### config.mk
export PLATFORM = sky130hd
export DESIGN_NAME = ppsc_regs
export DESIGN_NICKNAME = d
export VERILOG_FILES = /design/src/design/ppsc_pkg.sv /design/src/design/ppsc_regs.sv
export SDC_FILE = /design/constraint.sdc
export NUM_CORES = 1
export LEC_CHECK = 0
export BUFFER_PORTS_ARGS = -buffer_cell sky130_fd_sc_hd__buf_2
export CAP_MARGIN = 20
export CORE_UTILIZATION = 51
export DETAILED_ROUTE_END_ITERATION = 8
export HOLD_SLACK_MARGIN = 0.03
export PLACE_DENSITY = 0.93
export SYNTH_ARGS = -nofsm -noshare
export SYNTH_HDL_FRONTEND = slang
export SYNTH_SLANG_ARGS = --single-unit
### constraint.sdc
create_clock -name sys_clk -period 4.47 [get_ports sys_clk]
set_clock_uncertainty 0.2 [all_clocks]
set_input_delay 0.447 -clock sys_clk [delete_from_list [all_inputs] [get_ports sys_clk]]
set_output_delay 0.447 -clock sys_clk [all_outputs]
set_load 0.005 [all_outputs]
### src/design/ppsc_pkg.sv
// constants, field layouts and carriers of the parallel port status and control registers
package ppsc_pkg;

  // ****************************************************************
  // register indices, byte address is four times the index
  // ****************************************************************
  localparam int         ADDR_W       = 10;
  localparam logic [7:0] IDX_DATA     = 8'h08; // parallel data port latches
  localparam logic [7:0] IDX_PINS     = 8'h09; // small port pin state
  localparam logic [7:0] IDX_DIR      = 8'h89; // direction and parallel status
  localparam logic [7:0] IDX_ANALOG   = 8'h9F; // analog pin configuration
  localparam logic [7:0] IDX_IRQ_STAT = 8'hC0; // sticky event status
  localparam logic [7:0] IDX_IRQ_MASK = 8'hC1; // event mask

  // ****************************************************************
  // field positions
  // ****************************************************************
  localparam int IN_FULL_BIT  = 7;
  localparam int OUT_FULL_BIT = 6;
  localparam int OVERFLOW_BIT = 5;
  localparam int PSP_BIT  = 4;
  localparam int MCLR_BIT = 3;
  localparam int DIR_W    = 3;
  localparam int IRQ_DONE_BIT = 0; // transfer complete
  localparam int IRQ_OVF_BIT  = 1; // overflow occurred
  localparam int IRQ_W        = 2;

  // ****************************************************************
  // reset values and timing
  // ****************************************************************
  localparam logic [7:0]       DIR_RESET    = 8'h0F;
  localparam logic [7:0]       ANALOG_RESET = 8'h00;
  localparam logic [DIR_W-1:0] PINS_RESET   = 3'h0;
  localparam logic [IRQ_W-1:0] IRQ_RESET    = 2'h0;
  // delay stages from end of a transfer to its flags, which register one cycle after the last stage (next Q2 then Q4)
  localparam int FLAG_DELAY = 2;

  // ****************************************************************
  // carriers
  // ****************************************************************
  typedef struct packed {
    logic             input_buffer_full;
    logic             output_buffer_full;
    logic             input_overflow_flag;
    logic             parallel_port_select;
    logic [DIR_W-1:0] pin_direction; // chip select, write, read
  } ppsc_ctl_t;

  typedef struct packed {
    logic chip_select_control_pin_b;
    logic write_control_pin_b;
    logic read_control_pin_b;
  } ppsc_ctlpin_t;

endpackage

### src/design/ppsc_regs.sv
// parallel port status and control register bank with avalon slave
module ppsc_regs
(
  // clock and reset
  input  wire logic                       sys_clk,
  input  wire logic                       rst_b,
  // avalon register bus
  input  wire logic [ppsc_pkg::ADDR_W-1:0] avs_address,
  input  wire logic                       avs_read,
  input  wire logic                       avs_write,
  input  wire logic [31:0]                avs_writedata,
  input  wire logic [3:0]                 avs_byteenable,
  output logic      [31:0]                avs_readdata,
  output logic                            avs_waitrequest,
  // parallel data pins
  input  wire logic [7:0]                 pdata_in,
  output logic      [7:0]                 pdata_out,
  output logic      [7:0]                 pdata_oe,
  // small port pins
  input  wire ppsc_pkg::ppsc_ctlpin_t     ctl_pin_in,
  input  wire logic                       master_clear_input_pin,
  output logic      [ppsc_pkg::DIR_W-1:0] ctl_pin_out,
  output logic      [ppsc_pkg::DIR_W-1:0] ctl_pin_oe,
  // interrupt
  output logic                            irq
);

  // ****************************************************************
  // helpers
  // ****************************************************************
  function automatic logic [ppsc_pkg::ADDR_W-1:0] byte_addr(input logic [7:0] idx);
    byte_addr = {idx, 2'b00};
  endfunction
  function automatic logic [7:0] dir_view(input ppsc_pkg::ppsc_ctl_t c);
    dir_view = {c.input_buffer_full, c.output_buffer_full, c.input_overflow_flag,
                c.parallel_port_select, 1'b1, c.pin_direction};
  endfunction

  // ****************************************************************
  // state
  // ****************************************************************
  logic                       wait_reg,  wait_next;
  logic [7:0]                 rdata_reg, rdata_next;
  ppsc_pkg::ppsc_ctl_t        ctl_reg,   ctl_next;
  logic [7:0]                 in_latch_reg,  in_latch_next;
  logic [7:0]                 out_latch_reg, out_latch_next;
  logic [ppsc_pkg::DIR_W-1:0] pins_reg,  pins_next;
  logic [7:0]                 analog_reg, analog_next;
  logic [ppsc_pkg::IRQ_W-1:0] stat_reg,  stat_next;
  logic [ppsc_pkg::IRQ_W-1:0] mask_reg,  mask_next;
  logic                       wr_act_reg, wr_act_next;
  logic                       rd_act_reg, rd_act_next;
  logic [ppsc_pkg::FLAG_DELAY-1:0] wr_dly_reg, wr_dly_next;
  logic [ppsc_pkg::FLAG_DELAY-1:0] rd_dly_reg, rd_dly_next;
  logic [7:0]                 pdata_out_next, pdata_oe_next;
  logic [ppsc_pkg::DIR_W-1:0] pin_oe_next;
  logic                       irq_next;

  logic       wr_now, rd_now, wr_end, rd_end, wr_done, rd_done;
  logic       acc_rd, acc_wr;
  logic [7:0] wbyte;

  // ****************************************************************
  // avalon slave: one wait cycle, read data prepared at the request edge
  // ****************************************************************
  always_comb
  begin
    wait_next  = 1'b1;
    rdata_next = rdata_reg;
    if ((avs_read || avs_write) && wait_reg)
    begin
      wait_next  = 1'b0;
      rdata_next = 8'h00; // unmapped reads answer zero
      if (avs_address == byte_addr(ppsc_pkg::IDX_DATA))
        rdata_next = ctl_reg.parallel_port_select ? in_latch_reg : pdata_in;
      else if (avs_address == byte_addr(ppsc_pkg::IDX_PINS))
        rdata_next = {4'h0, master_clear_input_pin, ctl_pin_in};
      else if (avs_address == byte_addr(ppsc_pkg::IDX_DIR))
        rdata_next = dir_view(ctl_reg);
      else if (avs_address == byte_addr(ppsc_pkg::IDX_ANALOG))
        rdata_next = analog_reg;
      else if (avs_address == byte_addr(ppsc_pkg::IDX_IRQ_STAT))
        rdata_next = {6'h00, stat_reg};
      else if (avs_address == byte_addr(ppsc_pkg::IDX_IRQ_MASK))
        rdata_next = {6'h00, mask_reg};
    end
  end

  always_ff @(posedge sys_clk or negedge rst_b)
  begin
    if (!rst_b)
    begin
      wait_reg  <= 1'b1;
      rdata_reg <= 8'h00;
    end
    else
    begin
      wait_reg  <= wait_next;
      rdata_reg <= rdata_next;
    end
  end

  assign avs_waitrequest = wait_reg;
  assign avs_readdata    = {24'h000000, rdata_reg};

  // accesses complete at the edge where waitrequest is low
  assign acc_rd = avs_read && !wait_reg;
  assign acc_wr = avs_write && !wait_reg && avs_byteenable[0];
  assign wbyte  = avs_writedata[7:0];

  // ****************************************************************
  // external transfer detection, pins are synchronous to sys_clk
  // ****************************************************************
  assign wr_now = ctl_reg.parallel_port_select && !ctl_pin_in.chip_select_control_pin_b
                  && !ctl_pin_in.write_control_pin_b;
  assign rd_now = ctl_reg.parallel_port_select && !ctl_pin_in.chip_select_control_pin_b
                  && !ctl_pin_in.read_control_pin_b;
  assign wr_end  = wr_act_reg && !wr_now; // edge detected end of write, one cycle pulse
  assign rd_end  = rd_act_reg && !rd_now;
  assign wr_done = wr_dly_reg[ppsc_pkg::FLAG_DELAY-1];
  assign rd_done = rd_dly_reg[ppsc_pkg::FLAG_DELAY-1];

  // ****************************************************************
  // flags, latches and pin drive
  // ****************************************************************
  always_comb
  begin
    ctl_next       = ctl_reg;
    in_latch_next  = in_latch_reg;
    out_latch_next = out_latch_reg;
    pins_next      = pins_reg;
    analog_next    = analog_reg;
    stat_next      = stat_reg;
    mask_next      = mask_reg;
    wr_act_next    = wr_now;
    rd_act_next    = rd_now;
    wr_dly_next    = {wr_dly_reg[ppsc_pkg::FLAG_DELAY-2:0], wr_end};
    rd_dly_next    = {rd_dly_reg[ppsc_pkg::FLAG_DELAY-2:0], rd_end};
    // latch follows the pins during the write and freezes at its end
    if (wr_now)
      in_latch_next = pdata_in;

    // software writes; the two full flags are not writable
    if (acc_wr)
    begin
      if (avs_address == byte_addr(ppsc_pkg::IDX_DATA))
        out_latch_next = wbyte;
      else if (avs_address == byte_addr(ppsc_pkg::IDX_PINS))
        pins_next = wbyte[ppsc_pkg::DIR_W-1:0];
      else if (avs_address == byte_addr(ppsc_pkg::IDX_DIR))
      begin
        ctl_next.input_overflow_flag  = wbyte[ppsc_pkg::OVERFLOW_BIT];
        ctl_next.parallel_port_select = wbyte[ppsc_pkg::PSP_BIT];
        ctl_next.pin_direction        = wbyte[ppsc_pkg::DIR_W-1:0];
      end
      else if (avs_address == byte_addr(ppsc_pkg::IDX_ANALOG))
        analog_next = wbyte;
      else if (avs_address == byte_addr(ppsc_pkg::IDX_IRQ_STAT))
        stat_next = stat_reg & ~wbyte[ppsc_pkg::IRQ_W-1:0];
      else if (avs_address == byte_addr(ppsc_pkg::IDX_IRQ_MASK))
        mask_next = wbyte[ppsc_pkg::IRQ_W-1:0];
    end

    // firmware read of the data byte empties the input buffer
    if (acc_rd && avs_address == byte_addr(ppsc_pkg::IDX_DATA))
      ctl_next.input_buffer_full = 1'b0;
    // firmware fill of the output latch, unless a bus read is under way
    if (acc_wr && avs_address == byte_addr(ppsc_pkg::IDX_DATA) && !rd_act_reg)
      ctl_next.output_buffer_full = 1'b1;
    if (rd_act_reg)
      ctl_next.output_buffer_full = 1'b0;

    // completed write: set wins over firmware clears in the same cycle
    if (wr_done && ctl_reg.parallel_port_select)
    begin
      if (ctl_reg.input_buffer_full)
      begin
        ctl_next.input_overflow_flag = 1'b1;
        stat_next[ppsc_pkg::IRQ_OVF_BIT] = 1'b1;
      end
      ctl_next.input_buffer_full = 1'b1;
      stat_next[ppsc_pkg::IRQ_DONE_BIT] = 1'b1;
    end
    if (rd_done && ctl_reg.parallel_port_select)
      stat_next[ppsc_pkg::IRQ_DONE_BIT] = 1'b1;

    // port mode off holds the full flags clear, overflow kept
    if (!ctl_reg.parallel_port_select)
    begin
      ctl_next.input_buffer_full  = 1'b0;
      ctl_next.output_buffer_full = 1'b0;
    end

    // pin drive is registered from the next state, so it changes at the same edge as the state
    pdata_out_next = out_latch_next;
    pdata_oe_next  = rd_now ? 8'hFF : 8'h00;
    pin_oe_next    = ~ctl_next.pin_direction;
    irq_next       = |(stat_next & mask_next);
  end

  always_ff @(posedge sys_clk or negedge rst_b)
  begin
    if (!rst_b)
    begin
      ctl_reg       <= ppsc_pkg::ppsc_ctl_t'({ppsc_pkg::DIR_RESET[7:4],
                                              ppsc_pkg::DIR_RESET[2:0]});
      in_latch_reg  <= 8'h00;
      out_latch_reg <= 8'h00;
      pins_reg      <= ppsc_pkg::PINS_RESET;
      analog_reg    <= ppsc_pkg::ANALOG_RESET;
      stat_reg      <= ppsc_pkg::IRQ_RESET;
      mask_reg      <= ppsc_pkg::IRQ_RESET;
      wr_act_reg    <= 1'b0;
      rd_act_reg    <= 1'b0;
      wr_dly_reg    <= '0;
      rd_dly_reg    <= '0;
      pdata_out     <= 8'h00;
      pdata_oe      <= 8'h00;
      ctl_pin_out   <= ppsc_pkg::PINS_RESET;
      ctl_pin_oe    <= 3'h0;
      irq           <= 1'b0;
    end
    else
    begin
      ctl_reg       <= ctl_next;
      in_latch_reg  <= in_latch_next;
      out_latch_reg <= out_latch_next;
      pins_reg      <= pins_next;
      analog_reg    <= analog_next;
      stat_reg      <= stat_next;
      mask_reg      <= mask_next;
      wr_act_reg    <= wr_act_next;
      rd_act_reg    <= rd_act_next;
      wr_dly_reg    <= wr_dly_next;
      rd_dly_reg    <= rd_dly_next;
      pdata_out     <= pdata_out_next;
      pdata_oe      <= pdata_oe_next;
      ctl_pin_out   <= pins_next;
      ctl_pin_oe    <= pin_oe_next;
      irq           <= irq_next;
    end
  end
endmodule

Word level (Yosys, flattened, before mapping)
Cells that the tools add are included.

Equal/unequal tests: 8. Muxes and demuxes: 36. Bitwise operators: 7. Reductions and logical operators: 27.

Operator list (count): 8-bit 2-to-1 mux (6); 10-bit == test, second input constant (4); 2-bit 2-to-1 mux (17); 10-bit by 6-bit == test with 1-bit output, second input constant (2); 5-bit 2-to-1 mux (4); 1-bit logical AND (14); 1-bit 2-to-1 mux (9); 1-bit logical NOT (7); 3-bit by 1-bit != test with 1-bit output, second input constant (2); 5-bit AND reduction (1); 2-bit AND (2); 4-bit AND reduction (1); 1-bit inverter (3); 3-bit inverter (1); 3-bit AND reduction (1); 2-bit inverter (1); 2-bit AND reduction (1); 2-bit OR reduction (1); 1-bit logical OR (1).

Register bits after elaboration: 65. Input bits: 62. Output and inout bits: 56. Logic and storage cells: 98.

Longest topological paths before layout
Gate-level depths: netlist of run 1.

Word-level depth: 13. Mapped depth: 8. Depth with buffers taken out: 5.

Worst setup path after synthesis of run 1
Ideal clock, no wire load.

Path type: input to register. Start: in avs_address[4] (netlist bit). End: reg out_latch_reg[0]. Library setup time: 125 ps. Data arrival time: 2141 ps. Required time: 4145 ps. Path slack: 2004 ps. Stages: 4. Path buffers: 0. Path through: or4b_4 or4_4 nor2_2 mux2_2.

Longest elaborated chain between the ends: 2.

RTL lines: start: declaration (RTL line ppsc_regs.sv:8) `input wire logic [ppsc_pkg::ADDR_W-1:0] avs_address,`; 10-bit by 6-bit == test with 1-bit output (RTL line ppsc_regs.sv:146) `if (avs_address == byte_addr(ppsc_pkg::IDX_DATA))`; 2-bit AND reduction (no source line); end signal: assignment (RTL line ppsc_regs.sv:227) `out_latch_reg <= out_latch_next;`; end: declaration (RTL line ppsc_regs.sv:46) `logic [7:0] out_latch_reg, out_latch_next;`.

Every way passes these cells. A chain may end at the register's enable or synchronous reset.

Final worst setup path of run 1
Start: in avs_address[7] (netlist bit). End: reg ctl_reg[3] (netlist bit).

Longest elaborated chain between the ends: 3. Elaborated cells between the ends (all ways): 6. Classes of those cells: eq/ne (3); bitwise (2); reduce/logical (1).

RTL lines: 10-bit by 6-bit == test with 1-bit output (on tied branches) (RTL line ppsc_regs.sv:148, ppsc_regs.sv:146); 1-bit inverter (no source line); 4-bit AND reduction (no source line) *; end signal: assignment (RTL line ppsc_regs.sv:205) `ctl_reg <= ppsc_pkg::ppsc_ctl_t'({ppsc_pkg::DIR_RESET[7:4],`; end signal: assignment (RTL line ppsc_regs.sv:225) `ctl_reg <= ctl_next;`; end: declaration (RTL line ppsc_regs.sv:44) `ppsc_pkg::ppsc_ctl_t ctl_reg, ctl_next;`.

Mark *: on every way between the ends. The rest lies on a longest branch, timed or not.

==> impl_metrics.ini, run 1 <==
[status]
status = completed

[yosys]
yosysSeqAreaShare_pct = 51.6
synth_cell_types = 43
syn_inst = 239
synthFlopType = dfrtp_1
synth_edf_count = 0
netlist_area_sq_um = 2770
yosys_warnings = 0
avgSynthCellArea_sq_um = 11.6
synthArstFlopShare_pct = 100
synth-seq-cells = 57

[grt]
antenna_found_initial = 0
grt_pass1_wl_um = 8480
grt.total_usage_pct = 21.1
grt_max_degree = 58
grt.overflow.total = 0
grt_pass1_vias = 1842

[power_and_ir_drop]
power_frac_seq_pct = 51.2
power.density_nw_per_um2 = 326
switchingPower_mw = 0.239
power_frac_clock_pct = 41.6
cellLeakagePower_nw = 1.63
finalPower_mw = 1.04
internal_power_mw = 0.797
p_sw_share_pct = 23.1
ir_drop_v = 0.000218
p_comb_share_pct = 7.2

[route]
dr_total_vias = 1992
drtIter0Drc = 145
first_pass_iters = 5
drc = 0
wire_per_inst_um = 14.9
routed_via_density = 5.33
drt.antenna.violating_nets = 0
drt-total-wl_um = 5560

[timing]
hold_viol_final = 0
relSlewSlack_pct = 40.2
worstMarginPinSlew_ns = 0.894
timing.final.crit_share_pct = 60.8
max_freq_ghz = 0.368
setup_viol = 0
min_period_ns = 2.72
finalMaxSlewViolations = 0
rsz0062_at_grt = no
setup_tns_ns = 0
setup_ws_ns = 1.75

[clocking]
clockBufferDepth = 2
htree_levels = 3
tritoncts = built
clk_latency_ns = 0.33
postCtsResizedCells = 0
cts_root_buf = clkbuf_8
cts_inserted_buffers = 9
cts.clk_slew.worst_paths_ns = 0.06
cts_setup_buffers = 0
cts.sinks = 57
cts_hold_buffers = 0

[layout]
final_nets = 362
num-fill-cells = 432
final_common_cell = buf_2
finalCoreUtilization_pct = 61.4
diodes = 0
layout_common_cells = buf_2, dfrtp_1, mux2_2
syn_to_final_growth_pct = 14.5
stdcell_count = 374
drive_gt1_share_pct = 41.8

[worst_setup_path]
reg2reg_slack_ns = 2.19
r2r-start = ctl_reg[3]
crit_path_start_kind = primary input
cp_max_fo = 7
cp-end-kind = register
criticalPathCategory = primary input to register
startpoint = avs_address[7]
cp.arrival_ns = 2.73
cp.required_ns = 4.48

[placed_design]
dp_hpwl_um = 4030
io_buffers = 66
pre_cts_ws_ns = 1.46
dp_cells = 359
gp_congestion = 0.855

[floorplanning]
std_cell_rows = 26
io_pins = 118
fp.coreArea_sq_um = 5170
dieHeight_um = 75.7
initial_core_util_pct = 53.6
die-width_um = 75.7
fp.dieArea_sq_um = 5730

[hold_path]
min_path_type = primary input to asynchronous set/reset pin

[run]
drv_cap = 0
-- routing by layer --
metal | global-route usage [%] | part of all wire [%] | vias to the layer above
met5 | 0 | 0 | -
met4 | 9.26 | 1.7 | 0
met3 | 6.48 | 8.6 | 12
met2 | 32.9 | 47 | 111
met1 | 27.3 | 42 | 960
li1 | - | - | 909
-- cell usage after synthesis, types with 2 or more instances --
| library cell | count | area share, % |
|---|---|---|
| and3_1 | 3 | 0.68 |
| nand3_1 | 2 | 0.36 |
| a21oi_1 | 9 | 1.6 |
| a222oi_1 | 4 | 1.4 |
| o21ai_0 | 11 | 2.0 |
| and2_1 | 2 | 0.45 |
| a31oi_1 | 2 | 0.45 |
| nor2b_1 | 4 | 0.90 |
| o22ai_1 | 2 | 0.45 |
| mux2i_1 | 8 | 2.9 |
| buf_6 | 3 | 1.2 |
| nor2_1 | 6 | 0.81 |
| clkbuf_1 | 5 | 0.68 |
| mux2_2 | 34 | 14 |
| dfrtp_1 | 53 | 48 |
| inv_1 | 10 | 1.4 |
| a21boi_0 | 2 | 0.54 |
| nand2_1 | 12 | 1.6 |
| and3b_1 | 2 | 0.63 |
| a22oi_1 | 2 | 0.54 |
| nand3b_1 | 2 | 0.54 |
| buf_4 | 32 | 8.7 |
| nor3_1 | 4 | 0.72 |
| nand4_1 | 3 | 0.68 |
| dfstp_2 | 4 | 3.8 |
-- cell type report --
class	count	area [sq um]	share of cell area [%]
clock buffers	13	169	5.32
well taps	70	87.6	2.76
multi-input cells	153	1090	34.3
flip-flops and latches	57	1430	45.1
repair buffers	68	345	10.9
inverters	11	41.3	1.30
clock inverters	2	12.5	0.394
-- power groups by stage --
stage | Clock (mW) | Sequential, mW | Combinational (mW)
finish | 0.431 | 0.530 | 0.0749
global route | 0.461 | 0.531 | 0.0861
CTS | 0.438 | 0.530 | 0.0755
detailed placement | 0 | 0.539 | 0.0750
global placement | 0 | 0.539 | 0.0732
floorplan | 0 | 0.539 | 0.0485
-- critical path, stage by stage --
cell and delay [ns]:
buf_2 0.10, or4_1 0.61, nor3_1 0.73, and3_1 0.46, mux2_2 0.37
-- cells by family (layout without fill, tap and decap cells) --
family / count (synthesis) / after routing / share of synthesized area, %
DFF: 57 / 57 / 51.6
buffers and inverters: 52 / 94 / 12.2
and+or+nand+nor: 51 / 51 / 10.8
muxes: 43 / 43 / 17.2
AOI/OAI and AO/OA: 35 / 35 / 7.95
other: 1 / 24 / 0.135
-- through the flow --
step / area [sq um] / hold slack (ns)
floorplan: 2860 / -0.0486
global placement: 2990 / 0.133
detailed placement: 2990 / 0.136
CTS: 3170 / 0.0738
global route: 3170 / 0.0963
finish: 3170 / 0.0486
-- path summary, 6_finish.rpt --
| kind | to | cells after the start |
|---|---|---|
| max | ctl_reg[3] | 5 |
| min | out_latch_reg[6] | 2 |
| max reg2reg | in_latch_reg[5] | 3 |
| min reg2reg | wr_dly_reg[1] | 0 |
| max in group asynchronous | stat_reg[1] | 2 |
| min in group sys_clk | pdata_oe[6] | 2 |
Note: power is estimated with default switching activity, not from simulation.
==> inputs of run 2 (changes only) <==
- ABC_AREA: not set -> 1
- CORE_UTILIZATION: 51 -> 44
- PLACE_DENSITY: 0.93 -> 0.84
- clock period: 4.47 -> 2.25 ns (I/O delays scaled with it)
==> impl_metrics.ini, run 2 <==
[layout]
diodes = 0
layout_common_cells = nand2_1, buf_2, dfrtp_1
syn_to_final_growth_pct = 21.5
final_nets = 516
final_common_cell = nand2_1
design_area_sq_um = 3750
drive_gt1_share_pct = 28.3

[route]
drc = 0
routed_via_density = 4.59
wire_per_inst_um = 11.9
drt.antenna.violating_nets = 0
drtIter0Drc = 147
first_pass_iters = 4
drt-total-wl_um = 6590
dr_total_vias = 2549

[clocking]
clockBufferDepth = 2
htree_levels = 3
cts.clk_slew.worst_paths_ns = 0.07
cts.sinks = 57
cts_setup_buffers = 0
tritoncts = built
cts_root_buf = clkbuf_8
clk_latency_ns = 0.33
cts_inserted_buffers = 9

[placed_design]
io_buffers = 66
gp_congestion = 0.814
dp_hpwl_um = 4720
pre_cts_ws_ns = 0.519
postPlaceCellArea_sq_um = 3340

[worst_setup_path]
cp.arrival_ns = 1.90
max_stage_delay_ns = 0.54
r2r-start = avs_waitrequest
cp-end-kind = register
startpoint = avs_write
cp.required_ns = 2.29
endpoint = ctl_reg[5]
r2r_end = ctl_reg[5]
criticalPathCategory = primary input to register
cp_slowest_cell = dlygate4sd3_1
reg2reg_depth = 5
cp_max_fo = 17
critical_path.cell_chain = dlygate4sd3_1 > buf_2 > nand3_1 > inv_1 > nand2_4 > a211oi_1
reg2reg_slack_ns = 0.50
crit_path_start_kind = primary input

[floorplanning]
io_pins = 118
initial_core_util_pct = 45.5
dieHeight_um = 85.8
fp.dieArea_sq_um = 7360
die-width_um = 85.8
fp.coreArea_sq_um = 6790
std_cell_rows = 30

[timing]
worstMarginPinSlew_ns = 0.713
finalMaxSlewViolations = 0
holdWs_ns = 0.0613
hold_viol_final = 0
setup_tns_ns = 0
setup_viol = 0
max_freq_ghz = 0.537
setup_ws_ns = 0.387
relSlewSlack_pct = 52.4
timing.final.crit_share_pct = 82.8
rsz0062_at_grt = no
min_period_ns = 1.86

[run]
drv_cap = 0

[grt]
grt.total_usage_pct = 19.6
grt_pass1_wl_um = 10900
grt.overflow.total = 0
grt_pass1_vias = 2443
antenna_found_initial = 0
grt_max_degree = 58

[yosys]
synth-seq-cells = 57
synthDominantCellAreaShare_pct = 42.9
avgSynthCellArea_sq_um = 8.37
synthFlopType = dfrtp_1
yosys.area.top_type = dfrtp_1
yosys_warnings = 0
yosysSeqAreaShare_pct = 46.3
synth_edf_count = 0
syn_inst = 369
netlist_area_sq_um = 3090
synth.most_common_cell = nand2_1
synthArstFlopShare_pct = 100
synth_cell_types = 34
synth_common_cells = nand2_1, dfrtp_1, inv_1
synthTopCellsByArea = dfrtp_1, nand2_1, buf_4, inv_1, o21ai_2

[hold_path]
min_path_type = primary input to register

[power_and_ir_drop]
power.density_nw_per_um2 = 622
cellLeakagePower_nw = 2.05
ir_drop_v = 0.000255

[status]
status = completed
-- run 2: worst min path at each step --
stage,startpoint,end,slack [ns],depth (start not counted)
after detailed placement,wr_dly_reg[0],wr_dly_reg[1],0.14,0
after global routing,avs_read,ctl_reg[6],0.09,3
final,avs_read,ctl_reg[6],0.06,3
after CTS,ctl_pin_in[2],rd_dly_reg[0],0.06,5
after global placement,rd_dly_reg[0],rd_dly_reg[1],0.13,0
after floorplan,rst_b,analog_reg[0],-0.27,0
-- run 2: worst max-delay path: cells and delay by family --
| kind | cells | cell delay, ns |
|---|---|---|
| buf+inv | 3 | 0.97 |
| simple gates | 2 | 0.44 |
| compound gates | 1 | 0.26 |
-- run 2: timing repair --
| action | in CTS | in global routing |
|---|---|---|
| resized for setup | 0 | 0 |
| hold buffers | 22 | 0 |
| hold endpoints to repair | 78 | 0 |
-- run 2: power breakdown --
part           internal [mW]  switching (mW)  total (mW)
Sequential              1.08          0.0313        1.11
Combinational          0.116           0.167       0.283
Clock                  0.541           0.402       0.943
-- run 2: cell type report --
cell class	instances	area, sq um
fillers	626	3040
repair buffers	89	558
clock buffers	13	149
clock inverters	3	42.5
flip-flops and latches	57	1430
inverters	48	180
well taps	96	120
multi-input cells	249	1270
-- run 2: cells by family (layout without fill, tap and decap cells) --
family	count (synthesis)	count (layout)	synth area share, %
AO/OA/AOI/OAI	60	60	12.5
buffers and inverters	86	153	15.3
flip-flops	57	57	46.3
multiplexers	1	1	0.324
other	1	24	0.121
AND/OR/NAND/NOR	164	164	25.4
-- run 2: metrics by stage --
| stage | util [%] | power, mW | std cells |
|---|---|---|---|
| after global placement | 49.2 | 1.37 | 517 |
| after global routing | 55.2 | 2.43 | 555 |
| after detailed placement | 49.2 | 1.38 | 517 |
| after CTS | 55.2 | 2.35 | 555 |
| after floorplan | - | 1.29 | 392 |
| final | 55.2 | 2.33 | 555 |
-- run 2: routing by layer --
metal	up-vias	part of all wire (%)	track usage (%)
met3	17	5.0	3.75
met2	91	49	31.9
li1	1272	-	-
met4	0	2.9	12.7
met1	1169	43	23.9
met5	-	0	0
